File: src/verilog/rcbms_pkg.sv
// constants and carrier types of the reset, clock and boot mode block
package rcbms_pkg;
  // ==========================================================
  // timing
  localparam int unsigned REF_CLK_MHZ = 50;
  localparam int unsigned LOCK_IN_CYCLES = 2000;
  // one input clock cycle spans two processor cycles
  localparam int unsigned LOCK_CYCLES = LOCK_IN_CYCLES * 2;
  localparam int unsigned LOCK_W = 13;
  localparam logic [LOCK_W-1:0] LOCK_LAST = LOCK_W'(LOCK_CYCLES - 1);
  // ==========================================================
  // boot
  localparam logic [5:0] BOOT_WORDS = 6'h20;
  localparam logic [13:0] START_ADDR = 14'h0000;
  localparam logic [13:0] HOST_RELEASE_ADDR = 14'h0000;
  // ==========================================================
  // register bus
  localparam int unsigned ADDR_W = 4;
  localparam int unsigned DATA_W = 16;
  localparam logic [ADDR_W-1:0] OFS_CONTROL = 4'h0;
  localparam logic [ADDR_W-1:0] OFS_MODE_STATUS = 4'h1;
  localparam logic [ADDR_W-1:0] OFS_INT_MASK = 4'h2;
  localparam logic [ADDR_W-1:0] OFS_INT_CTRL = 4'h3;
  localparam logic [ADDR_W-1:0] OFS_STATUS = 4'h4;
  localparam int unsigned CTL_CLK_DIS = 0;
  localparam int unsigned CTL_PORT_AS_IRQ = 1;
  localparam int unsigned CTL_FLAG_OUT = 2;
  localparam int unsigned CTL_FLAG_DIR = 3;
  localparam logic [3:0] CONTROL_RST = 4'h0;
  localparam logic [6:0] MODE_STATUS_RST = 7'h00;
  localparam logic [9:0] INT_MASK_RST = 10'h000;
  localparam logic GLOBAL_INT_RST = 1'b1;
  // ==========================================================
  // types
  typedef struct packed {
    logic d;
    logic c;
    logic b;
    logic a;
  } rcbms_strap_s;
  localparam rcbms_strap_s STRAP_RST = 4'h0;
  typedef struct packed {
    logic [ADDR_W-1:0] addr;
    logic [DATA_W-1:0] wdata;
    logic wr;
    logic rd;
  } rcbms_bus_s;
  typedef enum logic [1:0] {
    BOOT_NONE,
    BOOT_BYTE_DMA,
    BOOT_HOST_DMA
  } rcbms_boot_e;
endpackage : rcbms_pkg

File: src/verilog/rcbms_top.sv
// reset, clock and boot mode selection of the processor
// Overview of operation
// processor cycle runs at twice input clock
// clock output at cycle rate, disable bit
// input clock kept running by source
// reset held low 2000 input clocks
// later resets keep internal clock running
// reset empties stacks, masks interrupts, clears status
// boot only without bus request, boot straps
// after boot fetch internal address zero
// memory mode strap latched, pin becomes flag
// byte dma boot loads 32 words
// no boot, run external address zero
// host dma boot until address zero written
// host mode offers lowest address bit only
// strap d low drives acknowledge actively
// strap d high acknowledge open drain
// strap driver released after reset
// second serial port may become interrupts
// interrupts globally enabled out of reset
// only the six strap settings used
// straps sampled at reset release, then held
//
// The plain strobed port and the register addresses were chosen for this implementation.
`timescale 1ns/10ps
`default_nettype none
module rcbms_top (
  input wire logic ref_clk,
  input wire logic srst,
  input wire logic board_reset_n,
  input wire logic mode_a_pin,
  input wire logic mode_b_pin,
  input wire logic mode_d_pin,
  input wire logic programmable_flag_two_in,
  output logic programmable_flag_two_out,
  output logic programmable_flag_two_oe,
  input wire logic bus_request,
  input wire logic byte_dma_word_done,
  input wire logic host_pm_write,
  input wire logic [13:0] host_pm_addr,
  input wire logic host_ack_n,
  input wire logic core_address_bit,
  output logic host_lowest_address_bit,
  output logic host_access_acknowledge_out,
  output logic host_access_acknowledge_oe,
  input wire logic [rcbms_pkg::ADDR_W-1:0] reg_addr,
  input wire logic [rcbms_pkg::DATA_W-1:0] reg_wdata,
  input wire logic reg_wr,
  input wire logic reg_rd,
  output logic [rcbms_pkg::DATA_W-1:0] reg_rdata,
  output logic cycle_rate_clock_output,
  output logic input_clock_phase,
  output logic clock_stable,
  output logic master_reset,
  output logic stacks_clear,
  output logic core_run,
  output logic [13:0] fetch_addr,
  output logic fetch_external,
  output logic host_mode,
  output logic byte_dma_boot_req,
  output logic host_dma_enable,
  output logic second_port_as_irq,
  output logic [9:0] int_mask,
  output logic global_int_enable,
  output logic [6:0] mode_status_register
);
  // ==========================================================
  // board reset synchroniser
  logic rst_sync_a;
  logic rst_sync_b;
  always_ff @(posedge ref_clk) begin
    if (srst) begin
      rst_sync_a <= 1'b0;
      rst_sync_b <= 1'b0;
    end else begin
      rst_sync_a <= board_reset_n;
      rst_sync_b <= rst_sync_a;
    end
  end
  // master reset also held until lock completes
  assign master_reset = srst | ~rst_sync_b | ~clock_stable;
  // stacks held empty during reset
  assign stacks_clear = master_reset;
  // ==========================================================
  // register bus view
  rcbms_pkg::rcbms_bus_s bus;
  assign bus = '{addr: reg_addr, wdata: reg_wdata, wr: reg_wr, rd: reg_rd};
  wire wr_control = bus.wr & (bus.addr == rcbms_pkg::OFS_CONTROL);
  wire wr_mode_status_register = bus.wr & (bus.addr == rcbms_pkg::OFS_MODE_STATUS);
  wire wr_mask = bus.wr & (bus.addr == rcbms_pkg::OFS_INT_MASK);
  wire wr_ictl = bus.wr & (bus.addr == rcbms_pkg::OFS_INT_CTRL);
  logic [3:0] control;
  wire clock_output_disable_bit = control[rcbms_pkg::CTL_CLK_DIS];
  // ==========================================================
  // clock output and lock timer
  rcbms_clkgen u_clkgen (
    .ref_clk(ref_clk),
    .srst(srst),
    .clock_output_disable_bit(clock_output_disable_bit),
    .cycle_rate_clock_output(cycle_rate_clock_output),
    .input_clock_phase(input_clock_phase),
    .clock_stable(clock_stable)
  );
  // ==========================================================
  // strap capture
  rcbms_pkg::rcbms_strap_s strap_pin;
  rcbms_pkg::rcbms_strap_s strap;
  logic release_pulse;
  assign strap_pin = '{d: mode_d_pin, c: programmable_flag_two_in,
                       b: mode_b_pin, a: mode_a_pin};
  rcbms_strap_latch u_strap (
    .ref_clk(ref_clk),
    .srst(srst),
    .strap_pin(strap_pin),
    .master_reset(master_reset),
    .strap_latched(strap),
    .release_pulse(release_pulse)
  );
  // ==========================================================
  // strap decode
  rcbms_pkg::rcbms_boot_e boot_sel;
  // byte dma boot in full or host mode
  wire sel_byte = ~strap.a & ~strap.b;
  // host dma boot
  wire sel_host = strap.c & ~strap.b & strap.a;
  // no boot, full memory mode
  wire sel_none = ~strap.c & strap.b & ~strap.a;
  // other strap settings fall back to no boot
  assign boot_sel = sel_byte ? rcbms_pkg::BOOT_BYTE_DMA :
                    sel_host ? rcbms_pkg::BOOT_HOST_DMA :
                    rcbms_pkg::BOOT_NONE;
  // memory mode from latched strap c
  assign host_mode = strap.c;
  // ==========================================================
  // boot sequencer
  typedef enum logic [2:0] {
    ST_RESET,
    ST_WAIT_BUS,
    ST_BYTE_BOOT,
    ST_HOST_BOOT,
    ST_RUN
  } rcbms_state_e;
  rcbms_state_e state;
  rcbms_state_e next_state;
  logic [5:0] word_cnt;
  logic run_external;
  wire host_zero_hit = host_pm_write &
                       (host_pm_addr == rcbms_pkg::HOST_RELEASE_ADDR);
  wire last_word = byte_dma_word_done &
                   (word_cnt == rcbms_pkg::BOOT_WORDS - 6'h01);
  wire boot_wanted = (boot_sel != rcbms_pkg::BOOT_NONE);
  always_comb begin
    next_state = state;
    unique case (state)
      ST_RESET: begin
        if (release_pulse) begin
          next_state = ST_WAIT_BUS;
        end
      end
      // boot only when no bus request pending
      ST_WAIT_BUS: begin
        if (!boot_wanted) begin
          next_state = ST_RUN;
        end else if (!bus_request) begin
          next_state = (boot_sel == rcbms_pkg::BOOT_BYTE_DMA) ?
                       ST_BYTE_BOOT : ST_HOST_BOOT;
        end
      end
      // hold execution until 32 words loaded
      ST_BYTE_BOOT: begin
        if (last_word) begin
          next_state = ST_RUN;
        end
      end
      // hold until program address zero written
      ST_HOST_BOOT: begin
        if (host_zero_hit) begin
          next_state = ST_RUN;
        end
      end
      ST_RUN: begin
        next_state = ST_RUN;
      end
    endcase
  end
  always_ff @(posedge ref_clk) begin
    if (master_reset) begin
      state <= ST_RESET;
    end else begin
      state <= next_state;
    end
  end
  always_ff @(posedge ref_clk) begin
    if (master_reset || state != ST_BYTE_BOOT) begin
      word_cnt <= '0;
    end else if (byte_dma_word_done) begin
      word_cnt <= word_cnt + 6'h01;
    end
  end
  // external start only when no boot selected
  always_ff @(posedge ref_clk) begin
    if (master_reset) begin
      run_external <= 1'b0;
    end else if (state == ST_WAIT_BUS) begin
      run_external <= ~boot_wanted;
    end
  end
  assign core_run = (state == ST_RUN);
  // first fetch at address zero, internal after boot
  assign fetch_addr = rcbms_pkg::START_ADDR;
  assign fetch_external = run_external;
  assign byte_dma_boot_req = (state == ST_BYTE_BOOT);
  assign host_dma_enable = host_mode & ~master_reset;
  // ==========================================================
  // registers
  always_ff @(posedge ref_clk) begin
    if (master_reset) begin
      control <= rcbms_pkg::CONTROL_RST;
      // status cleared, all interrupts masked
      mode_status_register <= rcbms_pkg::MODE_STATUS_RST;
      int_mask <= rcbms_pkg::INT_MASK_RST;
      // servicing enabled out of reset
      global_int_enable <= rcbms_pkg::GLOBAL_INT_RST;
    end else begin
      if (wr_control) begin
        control <= bus.wdata[3:0];
      end
      if (wr_mode_status_register) begin
        mode_status_register <= bus.wdata[6:0];
      end
      if (wr_mask) begin
        int_mask <= bus.wdata[9:0];
      end
      if (wr_ictl) begin
        global_int_enable <= bus.wdata[0];
      end
    end
  end
  // serial port or two extra interrupts
  assign second_port_as_irq = control[rcbms_pkg::CTL_PORT_AS_IRQ];
  // ==========================================================
  // read back
  logic [rcbms_pkg::DATA_W-1:0] rd_mux;
  // flag pin level passes two flip-flops before the status view
  logic flag_sync_a;
  logic flag_sync_b;
  always_ff @(posedge ref_clk) begin
    flag_sync_a <= programmable_flag_two_in;
    flag_sync_b <= flag_sync_a;
  end
  wire [rcbms_pkg::DATA_W-1:0] status_word = {
    5'h00, flag_sync_b, clock_stable, core_run,
    fetch_external, state, strap};
  always_comb begin
    unique case (bus.addr)
      rcbms_pkg::OFS_CONTROL: rd_mux = {12'h000, control};
      rcbms_pkg::OFS_MODE_STATUS: rd_mux = {9'h000, mode_status_register};
      rcbms_pkg::OFS_INT_MASK: rd_mux = {6'h00, int_mask};
      rcbms_pkg::OFS_INT_CTRL: rd_mux = {15'h0000, global_int_enable};
      rcbms_pkg::OFS_STATUS: rd_mux = status_word;
      default: rd_mux = 16'h0000;
    endcase
  end
  always_ff @(posedge ref_clk) begin
    if (srst) begin
      reg_rdata <= 16'h0000;
    end else if (bus.rd) begin
      reg_rdata <= rd_mux;
    end else begin
      reg_rdata <= 16'h0000;
    end
  end
  // ==========================================================
  // pins
  // flag pin is an input during reset so the strap driver owns it
  assign programmable_flag_two_out = control[rcbms_pkg::CTL_FLAG_OUT];
  assign programmable_flag_two_oe = ~master_reset &
                                    control[rcbms_pkg::CTL_FLAG_DIR];
  // lowest address bit only in host mode
  assign host_lowest_address_bit = host_mode & core_address_bit;
  // strap d low drives both levels
  // strap d high: release for low, board pull-down
  assign host_access_acknowledge_out = strap.d ? 1'b1 : host_ack_n;
  assign host_access_acknowledge_oe = host_mode & ~master_reset &
                                      (~strap.d | host_ack_n);
endmodule : rcbms_top
`default_nettype wire

File: src/verilog/rcbms_strap_latch.sv
// strap synchroniser and latch at reset release
`timescale 1ns/10ps
`default_nettype none
module rcbms_strap_latch (
  input wire logic ref_clk,
  input wire logic srst,
  input wire rcbms_pkg::rcbms_strap_s strap_pin,
  input wire logic master_reset,
  output rcbms_pkg::rcbms_strap_s strap_latched,
  output logic release_pulse
);
  // ==========================================================
  // two-stage synchroniser
  rcbms_pkg::rcbms_strap_s sync_a;
  rcbms_pkg::rcbms_strap_s sync_b;
  logic reset_seen;
  wire release_edge = reset_seen & ~master_reset;
  always_ff @(posedge ref_clk) begin
    sync_a <= strap_pin;
    sync_b <= sync_a;
  end
  // ==========================================================
  // latch on release
  always_ff @(posedge ref_clk) begin
    if (srst) begin
      strap_latched <= rcbms_pkg::STRAP_RST;
      reset_seen <= 1'b1;
      release_pulse <= 1'b0;
    end else begin
      reset_seen <= master_reset;
      release_pulse <= release_edge;
      // memory mode caught here
      if (release_edge) begin
        strap_latched <= sync_b;
      end
    end
  end
endmodule : rcbms_strap_latch
`default_nettype wire

File: src/verilog/rcbms_clkgen.sv
// cycle-rate clock output and power-up lock timer
`timescale 1ns/10ps
`default_nettype none
module rcbms_clkgen (
  input wire logic ref_clk,
  input wire logic srst,
  input wire logic clock_output_disable_bit,
  output logic cycle_rate_clock_output,
  output logic input_clock_phase,
  output logic clock_stable
);
  logic [rcbms_pkg::LOCK_W-1:0] lock_cnt;
  // ==========================================================
  // two processor cycles per input clock
  always_ff @(posedge ref_clk) begin
    if (srst) begin
      input_clock_phase <= 1'b0;
      cycle_rate_clock_output <= 1'b0;
    end else begin
      input_clock_phase <= ~input_clock_phase;
      // gated clock output
      cycle_rate_clock_output <= clock_output_disable_bit ? 1'b0 :
                                 ~cycle_rate_clock_output;
    end
  end
  // ==========================================================
  // lock counted once, later resets keep clock
  always_ff @(posedge ref_clk) begin
    if (srst) begin
      lock_cnt <= '0;
      clock_stable <= 1'b0;
    end else if (!clock_stable) begin
      lock_cnt <= lock_cnt + 1'b1;
      clock_stable <= (lock_cnt == rcbms_pkg::LOCK_LAST);
    end
  end
endmodule : rcbms_clkgen
`default_nettype wire

File: config.mk
export PLATFORM = sky130hd
export DESIGN_NAME = rcbms_top
export DESIGN_NICKNAME = d
export VERILOG_FILES = /design/src/verilog/rcbms_pkg.sv /design/src/verilog/rcbms_top.sv /design/src/verilog/rcbms_strap_latch.sv /design/src/verilog/rcbms_clkgen.sv
export SDC_FILE = /design/constraint.sdc
export NUM_CORES = 1
export LEC_CHECK = 0
export BUFFER_PORTS_ARGS = -buffer_cell sky130_fd_sc_hd__buf_4
export CORE_MARGIN = 2
export CORE_UTILIZATION = 45
export CTS_CLUSTER_SIZE = 14
export DETAILED_ROUTE_END_ITERATION = 7
export GPL_TIMING_DRIVEN = 0
export PLACE_DENSITY = 0.85
export SLEW_MARGIN = 20
export SYNTH_ARGS = -nofsm -noshare
export SYNTH_HDL_FRONTEND = slang
export SYNTH_SLANG_ARGS = --single-unit
File: constraint.sdc
create_clock -name ref_clk -period 3.4 [get_ports ref_clk]
set_clock_uncertainty 0.05 [all_clocks]
set_input_delay 0.68 -clock ref_clk [delete_from_list [all_inputs] [get_ports ref_clk]]
set_output_delay 0.68 -clock ref_clk [all_outputs]
set_load 0.05 [all_outputs]
==> impl_metrics.toml, run 1 <==
[drt]
drcViolationCount = 0
vias = 2833
via_per_inst = 5.179
final_antenna_net_count = 0
dr.pass1.iters = 7
drtIter0Drc = 196
wl_um = 7608
wl_per_cell_um = 13.91

[clocking]
path_clk_slew_ns = 0.08
post-cts-setup-buffers = 0
htree_levels = 3
cts_hold_buf = 0
clock-sinks = 75
numCtsBuffers = 9
clock_latency_ns = 0.35
cts_tree = "yes"
ctsResizeCount = 0
clock_tree.root_cell = "clkbuf_8"
cts_buffer_depth = 2

[worst_setup_path]
r2r_setup_slack_ns = 1.70
start_kind = "flip-flop"
worstPathRequired_ns = 2.67
path_class = "reg2out"
critPathArrivalTime_ns = 2.15
rr_endpoint = "int_mask[6]"
worst_setup_path_end_kind = "primary output"
timing.rr.start = "u_clkgen.clock_stable"
crit_fanout = 11
reg2reg_depth = 6

[logic_synthesis]
yosys.area.top_type = "dfxtp_1"
synth_enable_flop_cells = 0
syn_area_per_cell_sq_um = 8.991
syn-cell-area_sq_um = 3138
yosysUniqueCellTypes = 51
synth_top_flop_cell = "dfxtp_1"
yosysTopAreaCellShare_pct = 47.85
synth-async-reset-ratio_pct = 0
synthesis.instances = 349
ys_top_cells_by_area = "dfxtp_1 (48%), nand2_1 (5.4%), buf_4 (4.8%)"
yosysWarningCount = 0
ys_ff_latch = 75
yosysSeqAreaShare_pct = 47.85

[floorplanning]
die_h_um = 87.51
dieArea_sq_um = 7657
boundaryPins = 112
rows = 30
core-area_sq_um = 6756
die_w_um = 87.51
start_util_pct = 46.44

[sta]
finalSetupTns_ns = 0
setup_viol = 0
drv_slew = 0
tightest_slew_ns = 0.5595
rsz0062_at_grt = "no"
hold_viol = 0
period_needed_ns = 2.877
relSlewSlack_pct = 62.42
timing.final.crit_share_pct = 84.60
max_freq_mhz = 347.6

[pwr]
ir_worst_vdd_uv = 312.6
power_density_nw_per_um2 = 412.4
power_leakage_nw = 1.710
finalPower_mw = 1.701

[outcome]
status = "complete, no violations"

[flow_run]
maxCapViolations = 0

[placed_design]
gp_congestion = 0.8796
io_buffers = 84
dp_hpwl_um = 5602

[layout]
layout.nets = 512
diodes = 0
drive_gt1_share_pct = 29.12
fillers = 597
layout_commonest_cell = "buf_4"
seq_area_sq_um = 1501
final_cell_mix = "buf_4 (104), dfxtp_1 (75), nand2_1 (45)"
multi_input_area_sq_um = 1455
area_delta_synth_final_pct = 31.46

[global_routing]
grt_usage_pct = 20.21
antenna_found_initial = 0
grt_pass1_wl_um = 12120
overflow = 0
grt_start_max_net_pins = 14
grt_pass1_vias = 2643

[min_path]
min_to = "u_strap.sync_b[3]"
worst_hold_startpoint = "u_strap.sync_a[3]"
hold_path.class = "reg2reg"
min_path_cells = 0
state kept, by name, indices dropped and copies added, names as in the netlist, 3 cells and up:
signal,count
control,4
int_mask,10
mode_status_register,7
reg_rdata,11
state,3
u_clkgen.lock_cnt,13
u_strap.strap_latched,4
u_strap.sync_a,4
u_strap.sync_b,3
word_cnt,6
final cells by class:
type                       instances  share of cell area (%)
buffer                            37                   5.581
clock buffer                      11                   3.670
clock inverter                     5                  0.9099
inverter                           5                  0.4550
multi-input combinational        250                   35.27
sequential                        75                   36.40
tap                               80                   2.426
timing repair buffer              84                   15.29
cell families (layout without fill, tap and decap cells):
| group | Yosys count | after routing | share of synthesized area [%] |
|---|---|---|---|
| buffers and inverters | 42 | 142 | 7.934 |
| xor gates and xnor gates | 14 | 14 | 3.908 |
| other | 1 | 19 | 0.1195 |
| AOI/OAI and AO/OA | 60 | 60 | 11.88 |
| muxes | 4 | 4 | 1.316 |
| adders and majority gates | 2 | 2 | 0.7973 |
| and+or+nand+nor | 151 | 151 | 26.20 |
| DFF | 75 | 75 | 47.85 |
stage by stage:
step	instances	setup slack [ns]	util, %	cell area [sq um]	hold WS, ns
after floorplan	367	0.1740	-	3206	0.2596
after global placement	531	0.5997	58.26	3936	0.2633
after detailed placement	531	0.6134	58.26	3936	0.2657
after CTS	547	0.5508	61.06	4125	0.2834
after global routing	547	0.4119	61.06	4125	0.2864
final	547	0.5235	61.06	4125	0.2829
worst max-delay path by stage:
stage,endpoint,slack [ns],startpoint,cells after the start
after floorplan,host_access_acknowledge_oe,0.17,u_clkgen.clock_stable,5
after global placement,stacks_clear,0.60,srst,7
after detailed placement,stacks_clear,0.61,srst,7
after CTS,stacks_clear,0.55,u_clkgen.clock_stable,7
after global routing,stacks_clear,0.41,u_clkgen.clock_stable,7
final,stacks_clear,0.52,u_clkgen.clock_stable,7
metal layers:
layer  share of wire (%)  global-route usage [%]
met5                   0                       0
met2                  49                   33.54
met1                  41                   25.35
met4                 1.6                   7.133
met3                 8.2                   5.403
power breakdown:
group	total (mW)	switching (mW)	internal (mW)
clock	0.641	0.336	0.306
combinational	0.164	0.101	0.0632
sequential	0.896	0.00723	0.889
total	1.70	0.443	1.26
worst max-delay path: stages (launching register included):
cell      delay, ns
dfxtp_1        0.31
buf_2          0.17
and3b_1        0.19
buf_2          0.18
inv_2          0.14
clkbuf_1       0.43
buf_4          0.19
buf_4          0.18
synthesized netlist by cell type (3+ instances only):
cell type,instances
a21oi_1,26
buf_4,20
nand3_1,24
inv_1,4
buf_2,7
o21ai_0,5
mux2i_1,3
nor2b_1,6
a222oi_1,4
xnor2_1,5
and2_1,4
dfxtp_1,75
o21ai_1,4
clkbuf_1,8
xor2_1,9
nand2b_1,5
a22oi_1,6
nor2_1,30
nand4_1,9
nor3_1,3
nand2_1,45
nor4_1,5
and3_1,3
a31oi_1,5
(Power assumes the default switching activity.)
==> run 2, diff against run 1 <==
==> constraint.sdc (replaced) <==
create_clock -name ref_clk -period 2.8 [get_ports ref_clk]
set_clock_uncertainty 0.05 [all_clocks]
set_input_delay 0.56 -clock ref_clk [delete_from_list [all_inputs] [get_ports ref_clk]]
set_output_delay 0.56 -clock ref_clk [all_outputs]
set_load 0.05 [all_outputs]
==> run 2 against run 1 <==
Compared with the run above:
- first-iteration DRC count down 22%
- clock power up 36%
- sequential share of layout area shrank 0.13 points
- total power grew 27%
- clock-buffer cell count is the same
- largest power group unchanged
- largest cell class unchanged
- sequential cell count did not move
- sequential power increased by 22%
- global-route usage grew 0.74 points
- worst hold slack worse by 0.022 ns
- critical path type unchanged
==> impl_metrics.toml, run 2 (synthesis gave the netlist of run 1 again) <==
[clocking]
ctsResizeCount = 0
cts_tree = "yes"
clock_tree.root_cell = "clkbuf_8"
numCtsBuffers = 9
path_clk_slew_ns = 0.07
cts_hold_buf = 0
clock-sinks = 75
cts_buffer_depth = 2
post-cts-setup-buffers = 0
clock_latency_ns = 0.35
htree_levels = 3

[sta]
setup_viol = 0
max_freq_mhz = 406.0
tightest_slew_ns = 0.5515
timing.final.crit_share_pct = 87.96
worst_slack_ns = 0.3370
drv_slew = 0
finalSetupTns_ns = 0
rsz0062_at_grt = "no"
hold_slack_ns = 0.2607
relSlewSlack_pct = 62.96
period_needed_ns = 2.463
hold_viol = 0

[drt]
via_per_inst = 5.241
wl_met3_um = 592
top_layer_used = "met4"
wl_met1_um = 3184
dr.pass1.iters = 5
drcViolationCount = 0
vias = 2851
wl_um = 7661
wl_met2_um = 3721
drtIter0Drc = 152
final_antenna_net_count = 0
wl_per_cell_um = 14.08

[outcome]
status = "complete, no violations"

[worst_setup_path]
crit_fanout = 9
slowest_delay_ns = 0.32
critPathBufInv = 3
critPathArrivalTime_ns = 1.85
worstPathRequired_ns = 2.19
worst_setup_path_end_kind = "primary output"
cp_top_family = "buffers and inverters"
cp_slowest_cell = "dfxtp_1"
path_class = "reg2out"
crit_chain = "buf_2 > and3b_1 > buf_2 > and2_1 > a21boi_4 > buf_4"
start_kind = "flip-flop"
crit_top_cell = "buf_2"

[layout]
layout.nets = 511
drive_gt1_share_pct = 28.66
largest_register_ffs = 13
diodes = 0
layout_commonest_cell = "buf_4"
final_cell_mix = "buf_4 (104), dfxtp_1 (75), nand2_1 (45)"
fillers = 613
reg_top3 = "u_clkgen.lock_cnt (13), reg_rdata (11), int_mask (10)"
area_delta_synth_final_pct = 31.94
top_register = "u_clkgen.lock_cnt"

[floorplanning]
rows = 30
die_w_um = 87.51
boundaryPins = 112
dieArea_sq_um = 7657
start_util_pct = 46.44
core-area_sq_um = 6756
die_h_um = 87.51

[min_path]
hold_path.class = "in2reg"

[global_routing]
antenna_found_initial = 0
grt_usage_pct = 20.95
overflow = 0
grt_start_max_net_pins = 12
grt_pass1_wl_um = 12390
grt_pass1_vias = 2653

[pwr]
ir_worst_vdd_uv = 352.5
power_leakage_nw = 1.718
finalPower_mw = 2.158
power_density_nw_per_um2 = 521.2

[placed_design]
dp_hpwl_um = 5608
gp_congestion = 0.8748
io_buffers = 84
place_ws_ns = 0.2024

[flow_run]
maxCapViolations = 0
-- run 2: cell types whose count changed in the layout (fill, tap and decap cells not counted), sizes merged --
| cell | before | now |
|---|---|---|
| clkbuf | 19 | 18 |
| clkinvlp | 2 | 0 |
| clkinv | 3 | 1 |
| bufinv | 0 | 2 |
-- run 2: worst register-to-register path, stage by stage (launching register included) --
cell	delay [ns]
dfxtp_1	0.31
buf_2	0.17
and3b_1	0.18
buf_2	0.18
inv_2	0.25
clkbuf_1	0.40
a21oi_1	0.08
-- run 2: final cells by class --
type	count	area, sq um	share of cell area, %
clock buffer	11	131.4	3.173
timing repair buffer	84	630.6	15.23
inverter	5	18.77	0.4533
buffer	36	226.5	5.470
sequential	75	1501	36.26
clock inverter	3	65.06	1.571
multi-input combinational	250	1466	35.42
tap	80	100.1	2.418
-- run 2: path summary, 6_finish.rpt --
kind,to,cells after the start,slack (ns),startpoint
worst min-delay path,u_strap.sync_a[2],1,0.26,programmable_flag_two_in
worst max-delay path,host_access_acknowledge_oe,6,0.34,u_clkgen.clock_stable
worst max register to register,mode_status_register[2],6,1.04,u_clkgen.clock_stable
worst min register to register,u_strap.sync_b[1],0,0.28,u_strap.sync_a[1]
-- run 2: stage by stage --
stage / instances / utilization [%] / area, sq um
6_report: 544 / 61.28 / 4140
5_1_grt: 544 / 61.28 / 4140
4_1_cts: 545 / 61.33 / 4144
3_5_place_dp: 531 / 58.43 / 3948
3_3_place_gp: 531 / 58.43 / 3948
2_1_floorplan: 367 / - / 3217
-- run 2: metal layers --
layer	vias to the layer above	global-route usage [%]
met5	-	0
met2	130	33.54
met4	0	9.231
met3	19	6.540
li1	1404	-
met1	1298	25.97
-- run 2: where the power goes --
part / switching, mW / internal, mW / total (mW) / leakage (nW)
logic: 0.124 / 0.0768 / 0.201 / 1.01
registers: 0.00872 / 1.08 / 1.09 / 0.609
clock network: 0.377 / 0.492 / 0.869 / 0.0992
